`src/hw/dsc_pkg.sv`:
```
// display sequencer control: shared constants and carrier types
// assumes a single 40 MHz reference clock domain
package dsc_pkg;
  localparam int CTRL_BITS = 55;
  localparam int STAT_BITS = 4;
  // control string layout, bit 0 is the last bit shifted in
  localparam int F_VSEL = 0;   // 4 bits, active-low vertical selects
  localparam int F_HSEL = 4;   // 2 bits, active-low horizontal selects
  localparam int F_TRGA = 6;   // 3 bits
  localparam int F_TRGB = 9;   // 3 bits
  localparam int F_DSEL = 12;  // delay reference select
  localparam int F_VTRG = 13;  // vertical trigger mode
  localparam int F_ALVL = 14;  // auto level mode
  localparam int F_CHOP = 15;  // chopped vertical mode
  localparam int F_GA3 = 16;
  localparam int F_GA4 = 17;
  localparam int F_INV2 = 18;
  localparam int F_LAMP = 19;  // lamp suppress
  localparam int F_SGL = 20;   // single sequence mode
  localparam int F_HOLD = 21;  // 8 bits holdoff length in units of HOLD_SCALE reference cycles
  localparam int F_INTN = 29;  // 8 bits display intensity
  localparam int F_ROIN = 37;  // 8 bits readout intensity
  // readout permit returns high this many cycles before holdoff ends
  localparam int RO_GUARD = 8;
  // blanking stretch after control change
  localparam int CHG_BLANK = 16;
  localparam int HOLD_SCALE = 4;
  localparam logic [3:0] VSEL_READOUT = 4'hF;
  localparam logic [1:0] HSEL_READOUT = 2'h3;

  typedef struct packed {
    logic [3:0] vsel_n;
    logic [1:0] hsel_n;
    logic [2:0] trg_a;
    logic [2:0] trg_b;
    logic dsel_n;
  } dsc_sel_t;
endpackage : dsc_pkg

```
`src/hw/dsc_top.sv`:
```
// display sequencer control: serial control load, status readback, display
// select outputs. assumes link clock/data/strobe are asynchronous pins and
// analog sweep/trigger status lines arrive asynchronously too.
`timescale 1ns/100ps
// What this block does
// - fifty-five bits shift in, one per rising control clock edge.
// - loaded fields drive the matching control lines.
// - trigger source outputs change only during holdoff.
// - vertical trigger mode tracks vertical channel unless auto-level or chop.
// - four active-low vertical selects pick channel, sum or readout.
// - two horizontal selects pick A, B, X-Y or readout.
// - six lines select trigger A and B sources.
// - holdoff gives sweep recovery and settling after control change.
// - active-low delay select picks delay reference zero or one.
// - four status bits shift out, one per host strobe.
// - beam off during chop switching, readout and control changes.
// - readout mode on sweep gate A end or readout request.
// - gain bits set channel 3 and 4 to 0.1 or 0.5 V/div.
// - channel 2 polarity follows loaded control bit.
// - readout permit low from holdoff start until shortly before end.
module dsc_top (
  input wire logic ref_clk,
  input wire logic rstn,
  input wire logic ctrl_clk,
  input wire logic ctrl_data,
  input wire logic status_shift_strobe,
  input wire logic sweep_gate_a_n,
  input wire logic sweep_gate_b_n,
  input wire logic trig_state_a,
  input wire logic trig_state_b,
  input wire logic readout_request_n,
  input wire logic chop_phase,
  output logic status_serial_out,
  output logic vert_select_1_n,
  output logic vert_select_2_n,
  output logic vert_select_3_n,
  output logic vert_select_4_n,
  output logic horiz_select_a_n,
  output logic horiz_select_b_n,
  output logic trig_a_src_bit0,
  output logic trig_a_src_bit1,
  output logic trig_a_src_bit2,
  output logic trig_b_src_bit0,
  output logic trig_b_src_bit1,
  output logic trig_b_src_bit2,
  output logic trig_holdoff,
  output logic delay_ref_select_n,
  output logic beam_off,
  output logic readout_permit_n,
  output logic [7:0] intensity_drive,
  output logic ch3_gain_sel,
  output logic ch4_gain_sel,
  output logic ch2_polarity_flip,
  output logic lamp_suppress,
  output logic single_sequence_mode
);
  // two-stage synchronisers for every asynchronous pin
  localparam int NS = 9;
  // idle pin levels (gates and request high) so release gives no false edge
  localparam logic [NS-1:0] SYNC_IDLE = 9'h032;
  logic [NS-1:0] s1_q, s2_q;
  always_ff @(posedge ref_clk) begin
    if (!rstn) begin
      s1_q <= SYNC_IDLE;
      s2_q <= SYNC_IDLE;
    end else begin
      s1_q <= {ctrl_clk, ctrl_data, status_shift_strobe, sweep_gate_a_n,
               sweep_gate_b_n, trig_state_a, trig_state_b,
               readout_request_n, chop_phase};
      s2_q <= s1_q;
    end
  end
  logic cclk_s, cdat_s, sstb_s, sga_s, sgb_s, tsa_s, tsb_s, ror_s, chop_s;
  assign {cclk_s, cdat_s, sstb_s, sga_s, sgb_s, tsa_s, tsb_s, ror_s,
          chop_s} = s2_q;

  logic cclk_prev_q, sstb_prev_q, sga_prev_q, chop_prev_q;
  always_ff @(posedge ref_clk) begin
    if (!rstn) begin
      cclk_prev_q <= 1'b0;
      sstb_prev_q <= 1'b0;
      sga_prev_q <= 1'b1;
      chop_prev_q <= 1'b0;
    end else begin
      cclk_prev_q <= cclk_s;
      sstb_prev_q <= sstb_s;
      sga_prev_q <= sga_s;
      chop_prev_q <= chop_s;
    end
  end
  logic cclk_rise, sstb_rise, sweep_end, chop_edge;
  assign cclk_rise = cclk_s & ~cclk_prev_q;
  assign sstb_rise = sstb_s & ~sstb_prev_q;
  assign sweep_end = sga_s & ~sga_prev_q;
  assign chop_edge = chop_s ^ chop_prev_q;

  // serial control load; shadow copied only on the 55th bit
  logic [dsc_pkg::CTRL_BITS-1:0] shift_q, ctrl_q;
  logic [5:0] cnt_q;
  logic load_q;
  always_ff @(posedge ref_clk) begin
    if (!rstn) begin
      shift_q <= '0;
      ctrl_q <= '0;
      cnt_q <= '0;
      load_q <= 1'b0;
    end else begin
      load_q <= 1'b0;
      if (cclk_rise) begin
        shift_q <= {shift_q[dsc_pkg::CTRL_BITS-2:0], cdat_s};
        if (cnt_q == 6'(dsc_pkg::CTRL_BITS - 1)) begin
          cnt_q <= '0;
          ctrl_q <= {shift_q[dsc_pkg::CTRL_BITS-2:0], cdat_s};
          load_q <= 1'b1;
        end else begin
          cnt_q <= cnt_q + 6'h01;
        end
      end
    end
  end

  a_load_whole: assert property (
    @(posedge ref_clk) disable iff (!rstn)
    !load_q |-> $stable(ctrl_q))
    else $error("control register changed without full load");

  // holdoff: starts at sweep end or after a new control string
  logic [11:0] hold_cnt_q;
  logic hold_q;
  logic [11:0] hold_len;
  assign hold_len = 12'(ctrl_q[dsc_pkg::F_HOLD +: 8]) *
                    12'(dsc_pkg::HOLD_SCALE) + 12'(dsc_pkg::RO_GUARD) + 12'h1;
  always_ff @(posedge ref_clk) begin
    if (!rstn) begin
      hold_cnt_q <= '0;
      hold_q <= 1'b1;
    end else if (sweep_end || load_q) begin
      hold_cnt_q <= hold_len;
      hold_q <= 1'b1;
    end else if (hold_cnt_q != 12'h0) begin
      hold_cnt_q <= hold_cnt_q - 12'h1;
    end else begin
      hold_q <= 1'b0;
    end
  end

  a_holdoff_start: assert property (
    @(posedge ref_clk) disable iff (!rstn)
    sweep_end |=> ##1 trig_holdoff)
    else $error("holdoff missing after sweep end");

  // readout permit: low during holdoff except final guard window
  always_ff @(posedge ref_clk) begin
    if (!rstn) readout_permit_n <= 1'b1;
    else readout_permit_n <= !(hold_q &&
      hold_cnt_q > 12'(dsc_pkg::RO_GUARD));
  end

  a_permit_guard: assert property (
    @(posedge ref_clk) disable iff (!rstn)
    (hold_q && hold_cnt_q <= 12'(dsc_pkg::RO_GUARD)) |=> readout_permit_n)
    else $error("readout permit low in holdoff guard");

  // readout mode after A sweep ends while permitted, or on request at any time
  logic ro_mode;
  assign ro_mode = (!readout_permit_n && sga_s) || !ror_s;

  // vertical channel tracking for trigger follow mode
  logic [1:0] vchan_q;
  always_ff @(posedge ref_clk) begin
    if (!rstn) vchan_q <= '0;
    else if (sweep_end) vchan_q <= vchan_q + 2'h1;
  end
  logic track;
  assign track = ctrl_q[dsc_pkg::F_VTRG] && !ctrl_q[dsc_pkg::F_ALVL]
                 && !ctrl_q[dsc_pkg::F_CHOP];

  dsc_pkg::dsc_sel_t sel_q;
  always_ff @(posedge ref_clk) begin
    if (!rstn) begin
      sel_q <= '{vsel_n: dsc_pkg::VSEL_READOUT, hsel_n: dsc_pkg::HSEL_READOUT,
                 trg_a: 3'h0, trg_b: 3'h0, dsel_n: 1'b1};
    end else begin
      if (ro_mode) begin
        sel_q.vsel_n <= dsc_pkg::VSEL_READOUT;
        sel_q.hsel_n <= dsc_pkg::HSEL_READOUT;
      end else begin
        sel_q.vsel_n <= ctrl_q[dsc_pkg::F_VSEL +: 4];
        sel_q.hsel_n <= ctrl_q[dsc_pkg::F_HSEL +: 2];
      end
      if (hold_q) begin
        sel_q.trg_a <= track ? {1'b0, vchan_q}
                             : ctrl_q[dsc_pkg::F_TRGA +: 3];
        sel_q.trg_b <= ctrl_q[dsc_pkg::F_TRGB +: 3];
      end
      sel_q.dsel_n <= ctrl_q[dsc_pkg::F_DSEL];
    end
  end
  a_trig_hold_only: assert property (
    @(posedge ref_clk) disable iff (!rstn)
    !$past(hold_q) |-> $stable(sel_q.trg_a))
    else $error("trigger source changed outside holdoff");
  a_ro_select: assert property (
    @(posedge ref_clk) disable iff (!rstn)
    ro_mode |=> sel_q.vsel_n == dsc_pkg::VSEL_READOUT &&
    sel_q.hsel_n == dsc_pkg::HSEL_READOUT)
    else $error("readout mode did not force selects high");

  assign {vert_select_4_n, vert_select_3_n, vert_select_2_n,
          vert_select_1_n} = sel_q.vsel_n;
  assign {horiz_select_b_n, horiz_select_a_n} = sel_q.hsel_n;
  assign {trig_a_src_bit2, trig_a_src_bit1, trig_a_src_bit0} = sel_q.trg_a;
  assign {trig_b_src_bit2, trig_b_src_bit1, trig_b_src_bit0} = sel_q.trg_b;
  assign delay_ref_select_n = sel_q.dsel_n;

  // blanking; control change stretch keeps beam dark while circuits settle
  logic [4:0] blk_cnt_q;
  always_ff @(posedge ref_clk) begin
    if (!rstn) begin
      blk_cnt_q <= '0;
      beam_off <= 1'b1;
      trig_holdoff <= 1'b1;
    end else begin
      if (load_q) blk_cnt_q <= 5'(dsc_pkg::CHG_BLANK);
      else if (blk_cnt_q != 5'h0) blk_cnt_q <= blk_cnt_q - 5'h1;
      beam_off <= (blk_cnt_q != 5'h0) || load_q || ro_mode ||
                  (ctrl_q[dsc_pkg::F_CHOP] && chop_edge);
      trig_holdoff <= hold_q;
    end
  end

  a_load_blank: assert property (
    @(posedge ref_clk) disable iff (!rstn)
    load_q |=> beam_off [*8])
    else $error("beam not off after control change");

  // auxiliary bits and intensity
  always_ff @(posedge ref_clk) begin
    if (!rstn) begin
      ch3_gain_sel <= 1'b0;
      ch4_gain_sel <= 1'b0;
      ch2_polarity_flip <= 1'b0;
      lamp_suppress <= 1'b0;
      single_sequence_mode <= 1'b0;
      intensity_drive <= '0;
    end else begin
      ch3_gain_sel <= ctrl_q[dsc_pkg::F_GA3];
      ch4_gain_sel <= ctrl_q[dsc_pkg::F_GA4];
      ch2_polarity_flip <= ctrl_q[dsc_pkg::F_INV2];
      lamp_suppress <= ctrl_q[dsc_pkg::F_LAMP];
      single_sequence_mode <= ctrl_q[dsc_pkg::F_SGL];
      intensity_drive <= ro_mode ? ctrl_q[dsc_pkg::F_ROIN +: 8]
                                 : ctrl_q[dsc_pkg::F_INTN +: 8];
    end
  end

  a_gain_follow: assert property (
    @(posedge ref_clk) disable iff (!rstn)
    $rose(load_q) |-> ##2 ch3_gain_sel == ctrl_q[dsc_pkg::F_GA3])
    else $error("channel 3 gain did not follow load");

  // status readback; captured when idle, shifted out per strobe
  logic [dsc_pkg::STAT_BITS-1:0] stat_q;
  logic [1:0] scnt_q;
  always_ff @(posedge ref_clk) begin
    if (!rstn) begin
      stat_q <= '0;
      scnt_q <= '0;
      status_serial_out <= 1'b0;
    end else begin
      if (sstb_rise) begin
        stat_q <= {stat_q[dsc_pkg::STAT_BITS-2:0], 1'b0};
        scnt_q <= scnt_q + 2'h1;
        if (scnt_q == 2'h3) stat_q <= {sga_s, sgb_s, tsa_s, tsb_s};
      end else if (scnt_q == 2'h0) begin
        stat_q <= {sga_s, sgb_s, tsa_s, tsb_s};
      end
      status_serial_out <= stat_q[dsc_pkg::STAT_BITS-1];
    end
  end

  a_status_shift: assert property (
    @(posedge ref_clk) disable iff (!rstn)
    (sstb_rise && scnt_q != 2'h3) |=>
    stat_q[dsc_pkg::STAT_BITS-1] == $past(stat_q[dsc_pkg::STAT_BITS-2]))
    else $error("status did not shift on strobe");
endmodule : dsc_top

```
`config.mk`:
```
export PLATFORM = sky130hd
export DESIGN_NAME = dsc_top
export DESIGN_NICKNAME = d
export VERILOG_FILES = /design/src/hw/dsc_pkg.sv /design/src/hw/dsc_top.sv
export SDC_FILE = /design/constraint.sdc
export NUM_CORES = 1
export LEC_CHECK = 0
export BUFFER_PORTS_ARGS = -buffer_cell sky130_fd_sc_hd__clkbuf_2
export CELL_PAD_IN_SITES_DETAIL_PLACEMENT = 1
export CELL_PAD_IN_SITES_GLOBAL_PLACEMENT = 1
export CORE_ASPECT_RATIO = 0.9
export CORE_MARGIN = 2
export CORE_UTILIZATION = 46
export DETAILED_ROUTE_END_ITERATION = 6
export HOLD_SLACK_MARGIN = 0.1
export PLACE_DENSITY_LB_ADDON = 0.08
export SYNTH_ARGS = -nofsm -noshare
export SYNTH_HDL_FRONTEND = slang
export SYNTH_SLANG_ARGS = --single-unit
```
`constraint.sdc`:
```
create_clock -name ref_clk -period 2.1 [get_ports ref_clk]
set_input_delay 0.105 -clock ref_clk [delete_from_list [all_inputs] [get_ports ref_clk]]
set_output_delay 0.105 -clock ref_clk [all_outputs]
set_load 0.05 [all_outputs]
```
==> results of run 1 <==
## sequential cells by signal (all words and copies together), names as in the netlist, 2 cells and up
signal,cells
ctrl_q,45
shift_q,44
hold_cnt_q,12
s1_q,9
s2_q,9
intensity_drive,8
cnt_q,6
blk_cnt_q,5
stat_q,4
scnt_q,2
vchan_q,2
## synth_stat cells (2+ instances only)
master,n,area [µm²]
sky130_fd_sc_hd__nand4_1,3,18.8
sky130_fd_sc_hd__nor3b_2,3,37.5
sky130_fd_sc_hd__nor2b_1,2,12.5
sky130_fd_sc_hd__clkbuf_1,24,90.1
sky130_fd_sc_hd__and2_1,21,131
sky130_fd_sc_hd__nor2_1,41,154
sky130_fd_sc_hd__inv_1,9,33.8
sky130_fd_sc_hd__nand3_1,6,30.0
sky130_fd_sc_hd__mux2i_1,15,150
sky130_fd_sc_hd__nor4_4,2,42.5
sky130_fd_sc_hd__xor2_1,11,96.3
sky130_fd_sc_hd__ha_1,8,100
sky130_fd_sc_hd__o22a_1,5,43.8
sky130_fd_sc_hd__nand3b_1,5,37.5
sky130_fd_sc_hd__and3_1,3,18.8
sky130_fd_sc_hd__or3_1,7,43.8
sky130_fd_sc_hd__a211oi_1,7,52.6
sky130_fd_sc_hd__xnor2_1,13,114
sky130_fd_sc_hd__o2111ai_1,2,17.5
sky130_fd_sc_hd__dfxtp_1,174,3480
sky130_fd_sc_hd__nor3_1,3,15.0
sky130_fd_sc_hd__buf_2,15,75.1
sky130_fd_sc_hd__o21ai_0,4,20.0
sky130_fd_sc_hd__and2b_1,2,15.0
sky130_fd_sc_hd__nand2_1,182,683
sky130_fd_sc_hd__a21oi_1,92,460
sky130_fd_sc_hd__o21ai_1,2,10.0
sky130_fd_sc_hd__o22ai_1,2,12.5
sky130_fd_sc_hd__nand2b_1,13,81.3
## worst max path at each step
stage	startpoint	endpoint	cells after the start
after floorplan	hold_cnt_q[0]	hold_cnt_q[8]	6
after global placement	cnt_q[0]	cnt_q[1]	7
after detailed placement	cnt_q[0]	cnt_q[1]	7
after CTS	cnt_q[0]	cnt_q[1]	7
after global routing	cnt_q[0]	cnt_q[1]	7
final	cnt_q[0]	cnt_q[1]	7
## per-stage QoR
stage | total power (µW) | util [%] | hold slack [ps] | cells
floorplan | 4840 | - | 206 | 699
global placement | 5090 | 50.1 | 292 | 882
detailed placement | 5160 | 50.1 | 296 | 882
CTS | 8360 | 55.3 | 123 | 923
global route | 8660 | 55.3 | 147 | 923
finish | 8270 | 55.3 | 137 | 923
## layout make-up
cell class / count / area (µm²)
fill: 1541 / 5970
sequential: 174 / 3480
multi-input combinational: 475 / 2630
clock buffer: 22 / 494
timing repair buffer: 64 / 428
tap: 168 / 210
clock inverter: 10 / 110
inverter: 10 / 38.8
## power groups by stage
stage	sequential (µW)	clock, µW	combinational, µW
floorplan	3910	0	927
global placement	3770	0	1320
detailed placement	3790	0	1380
CTS	3720	3240	1400
global route	3750	3400	1520
finish	3720	3160	1390
## cell families (layout without fill, tap and decap cells)
| group | count (synthesis) | count (layout) |
|---|---|---|
| adder cells (fa/ha/maj) | 8 | 8 |
| XOR/XNOR | 24 | 24 |
| buffers and inverters | 50 | 106 |
| multiplexers | 15 | 15 |
| AND/OR/NAND/NOR | 302 | 302 |
| flip-flops | 174 | 174 |
| AO/OA/AOI/OAI | 126 | 126 |
## routing by layer
| layer | wire length [µm] | global-route usage (%) |
|---|---|---|
| met2 | 7080 | 35.7 |
| met1 | 6600 | 25.4 |
| met4 | 163 | 5.71 |
| met3 | 395 | 5.44 |
| met5 | 0 | 0 |
## critical path: stages (launching register included)
cell and delay (ps):
sky130_fd_sc_hd__dfxtp_1 370, sky130_fd_sc_hd__inv_1 70, sky130_fd_sc_hd__ha_1 210, sky130_fd_sc_hd__and4b_1 230, sky130_fd_sc_hd__nand3_1 190, sky130_fd_sc_hd__buf_12 240
sky130_fd_sc_hd__nand2_1 170, sky130_fd_sc_hd__a211oi_1 240
## what timing repair did
| item | 4_1_cts | 5_1_grt |
|---|---|---|
| hold endpoints to repair | 9 | 0 |
| hold buffers | 9 | 0 |
| endpoints found under the setup margin | 0 | 0 |
==> results.cfg, run 1 <==
[synth]
yosysWarningCount = 0
synth.ff_latch_count = 174
synth_fp_nets = 718
synth_async_sr_flop_share_pct = 0
netlist_area_um2 = 6310
synth.mux.area_fraction_pct = 2.38
synth_area_per_cell_um2 = 9.03
ys_seq_area_share_pct = 55.2
most_used_flip_flop_cell_after_synthesis = sky130_fd_sc_hd__dfxtp_1
synthCells = 699
synth_compound_gate_area_share_pct = 11.6
synth_xor_xnor_area_share_pct = 3.33
synth_enable_flop_cells = 0
netlist-cell-type-count = 52
synthSimpleGateAreaFrac_pct = 22.5
synth_adder_area_share_pct = 1.59
synth_top_family_by_area = simple AND/OR/NAND/NOR gates

[critical_path]
endpoint_kind = flip-flop
worst-r2r-setup-slack_ps = 280
path_max_fanout = 38
crit-reg2reg-launch = cnt_q[0]
worstPathArrival_ps = 2150
timing.setup.critical_path_class = reg2reg
setup.worst_path.start_class = flip-flop
r2r_cells = 7
r2r_end = cnt_q[1]
worst-endpoint-required_ps = 2440

[power_and_ir_drop]
p_comb_share_pct = 16.8
peak_supply_drop_mv = 0.680
total_switching_power_uw = 2300
share_of_total_power_consumed_by_net_switching_pct = 27.8
total_leakage_power_uw = 0.00277
power.density_cell_area_nw_per_um2 = 1120
seq_power_share_pct = 45.0
power.clock.fraction_pct = 38.2
power.internal_uw = 5970

[finish]
finish.net_count = 761
most_frequent_cells_in_the_layout = 182 x sky130_fd_sc_hd__nand2_1, 174 x sky130_fd_sc_hd__dfxtp_1, 92 x sky130_fd_sc_hd__a21oi_1
mostFrequentLayoutCell = sky130_fd_sc_hd__nand2_1
layout-drive-gt1-share_pct = 14.0
area.growth.synth_to_final_pct = 17.1
n_antenna_cell = 0
fin_area_um2 = 7390

[clock_tree]
clkTransAtPathRegs_ps = 60
cts_made_buffers = 17
cts.root.buffer_cell = sky130_fd_sc_hd__clkbuf_16
cts_htree_levels = 4
clock_latency_ps = 420
clock_tree.buffer_depth = 2
ctsResizeCount = 0
post_cts_buffers = 0
tritoncts_sinks = 174
tritoncts = done

[timing]
rsz0062_at_grt = false
setup-violations-final = 0
worst-slew-pin-transition_ps = 562
final.setup_skew_ps = 7.63
max-slew-margin-rel_pct = 62.2
min_period_over_period_pct = 86.6
fmax_ghz = 0.550
final_period_minus_worst_setup_slack_ps = 1820
final.setup.tns_ps = 0
hold_viol = 0
final_count_of_pins_violating_max_slew = 0
fin_ws_ps = 281

[grt]
via_count_of_the_first_global_routing_pass = 4904
grt_start_max_net_pins = 43
initial_antenna_violation_count = 0
grt-ovfl-total = 0
groute.usage.overall_pct = 20.6
grt_pass1_wl_mm = 23.9

[placed_design]
hpwl_reported_at_the_end_of_detailed_placement_mm = 9.25
buffer_ports.inserted = 40
gpl.final_weighted_congestion = 0.843
dp_worst_setup_slack_ps = 307
placement.cell_area_um2 = 6700

[route]
detailed_route_via_count = 4773
drc_errors = 0
detail_route.wirelength_mm = 14.2
wire_length_per_cell_um = 15.4
via_per_inst = 5.17
detailedRoute.firstPassIterationCount = 4
drtAntennaViolNets = 0
drt_iter0_drc = 191

[worst_hold_path]
hold_end = trig_holdoff
hold_start = rstn
holdPathStages = 3
hp-class = in2reg

[floorplan]
die_area_um2 = 14700
i_o_pin_count = 41
coreArea_um2 = 13400
die-width_um = 127
rows = 40
start_util_pct = 47.2
dieHeight_um = 115

[outcome]
outcome = finished, final reports clean

[run]
maxCapViolations = 0
No activity file was read; power rests on OpenSTA's default activity.
==> run 2: changes to the inputs <==
- SETUP_SLACK_MARGIN: not set -> 0.5
- clock period: 2.1 -> 1.9 ns (I/O delays scaled with it)
==> run 2 against run 1 <==
  * Register-to-register slack got worse by 40 ps
  * Via count rose by 13%
  * Largest cell class unchanged
  * Highest routed layer unchanged
  * Total power rose by 23%
==> results.cfg, run 2 (synthesized netlist as in run 1, its figures left out) <==
[outcome]
outcome = finished, final reports clean

[timing]
final_count_of_pins_violating_max_slew = 0
max-slew-margin-rel_pct = 64.6
min_period_over_period_pct = 87.4
worst-slew-pin-transition_ps = 530
final.setup.tns_ps = 0
hold_viol = 0
hold_ws_ps = 202
final_period_minus_worst_setup_slack_ps = 1660
rsz0062_at_grt = true
fmax_ghz = 0.602
final.setup_skew_ps = 10.3
setup-violations-final = 0

[power_and_ir_drop]
power.density_cell_area_nw_per_um2 = 1170
peak_supply_drop_mv = 0.760
total_leakage_power_uw = 0.00326
power_uw = 10200

[route]
wire_length_per_cell_um = 20.2
wl_met3_um = 633
drt_iter0_drc = 387
drc_errors = 0
detail_route.wirelength_mm = 19.8
highest-signal-layer = met4
detailedRoute.firstPassIterationCount = 4
wl_met1_mm = 8.18
drtAntennaViolNets = 0
detailed_route_via_count = 5387
via_per_inst = 5.51
detailroute.wirelength.met2_mm = 10.5

[placed_design]
gpl.final_weighted_congestion = 0.793
buffer_ports.inserted = 40
dp_cells = 885
hpwl_reported_at_the_end_of_detailed_placement_mm = 9.33

[finish]
largest_reg_flops = 45
mostFrequentLayoutCell = sky130_fd_sc_hd__dfxtp_1
regMostFlops = ctrl_q
area.growth.synth_to_final_pct = 37.2
biggestRegsByFlops = ctrl_q (45), shift_q (44), hold_cnt_q (12)
most_frequent_cells_in_the_layout = 163 x sky130_fd_sc_hd__dfxtp_1, 151 x sky130_fd_sc_hd__nand2_1, 64 x sky130_fd_sc_hd__a21oi_1
instances_no_fill = 978
post-route-util_pct = 64.8
finish.net_count = 816
n_antenna_cell = 0
layout-drive-gt1-share_pct = 32.1

[critical_path]
worst-r2r-setup-slack_ps = 240
crit-reg2reg-launch = cnt_q[0]
timing.setup.critical_path_class = reg2reg
timing.critical_path.from = cnt_q[0]
setup.worst_path.start_class = flip-flop
r2r_cells = 9
r2r_end = ctrl_q[35]
worst-endpoint-required_ps = 2260
endpoint_kind = flip-flop
path_max_fanout = 6
worstPathArrival_ps = 2020

[worst_hold_path]
hold_start = rstn
hold_end = stat_q[2]
holdPathStages = 3
hp-class = in2reg

[clock_tree]
tritoncts = done
cts_htree_levels = 4
clkTransAtPathRegs_ps = 70
cts_made_buffers = 17
clock_tree.buffer_depth = 2
cts.root.buffer_cell = sky130_fd_sc_hd__clkbuf_16
clock_latency_ps = 450
tritoncts_sinks = 174

[floorplan]
dieHeight_um = 115
die_area_um2 = 14700
coreArea_um2 = 13400
start_util_pct = 47.2
die-width_um = 127
i_o_pin_count = 41
rows = 40

[grt]
grt_pass1_wl_mm = 26.3
grt-ovfl-total = 0
grt_start_max_net_pins = 46
groute.usage.overall_pct = 23.0
initial_antenna_violation_count = 0
via_count_of_the_first_global_routing_pass = 5319

[run]
maxCapViolations = 0
## run 2: layer usage
layer | vias to the layer above | global-route usage [%]
li1 | 2513 | -
met1 | 2733 | 27.3
met2 | 97 | 40.7
met3 | 44 | 5.68
met4 | 0 | 8.13
met5 | - | 0
## run 2: how the worst max path moves through the flow
stage / endpoint / cells past startpoint
global placement: ctrl_q[5] / 7
finish: ctrl_q[35] / 9
floorplan: hold_cnt_q[11] / 6
CTS: ctrl_q[22] / 7
detailed placement: ctrl_q[22] / 7
global route: ctrl_q[35] / 9
## run 2: power breakdown
group / internal, µW / switching [µW] / total (µW)
Sequential: 3900 / 271 / 4170
Clock: 2100 / 1530 / 3630
Combinational: 1080 / 1280 / 2350
## run 2: layout make-up
type	instances	area, µm²
clock buffers	18	439
clock inverters	14	164
fillers	1440	4710
inverters	10	43.8
multi-input cells	475	3150
flip-flops and latches	174	3510
well taps	168	210
repair buffers	119	1140
## run 2: per-stage QoR
stage,cell area [µm²],setup WS [ps]
2_1_floorplan,6340,438
3_3_place_gp,6760,25.5
3_5_place_dp,6760,-113
4_1_cts,8030,353
5_1_grt,8660,205
6_report,8660,240
## run 2: critical path, cell delays in order (launching register included)
cell	delay [ps]
sky130_fd_sc_hd__dfxtp_2	340
sky130_fd_sc_hd__inv_2	40
sky130_fd_sc_hd__ha_2	170
sky130_fd_sc_hd__and4b_2	250
sky130_fd_sc_hd__buf_6	130
sky130_fd_sc_hd__nand3_4	70
sky130_fd_sc_hd__buf_12	170
sky130_fd_sc_hd__clkbuf_16	180
sky130_fd_sc_hd__nand2_1	60
sky130_fd_sc_hd__a21oi_1	170
## run 2: repair_timing
item,4_1_cts,5_1_grt
pin swaps,46,46
resized for setup,74,87
hold buffers,12,0
setup buffers,17,21
gates cloned,5,6
hold endpoints to repair,15,0
setup endpoints to repair,68,92
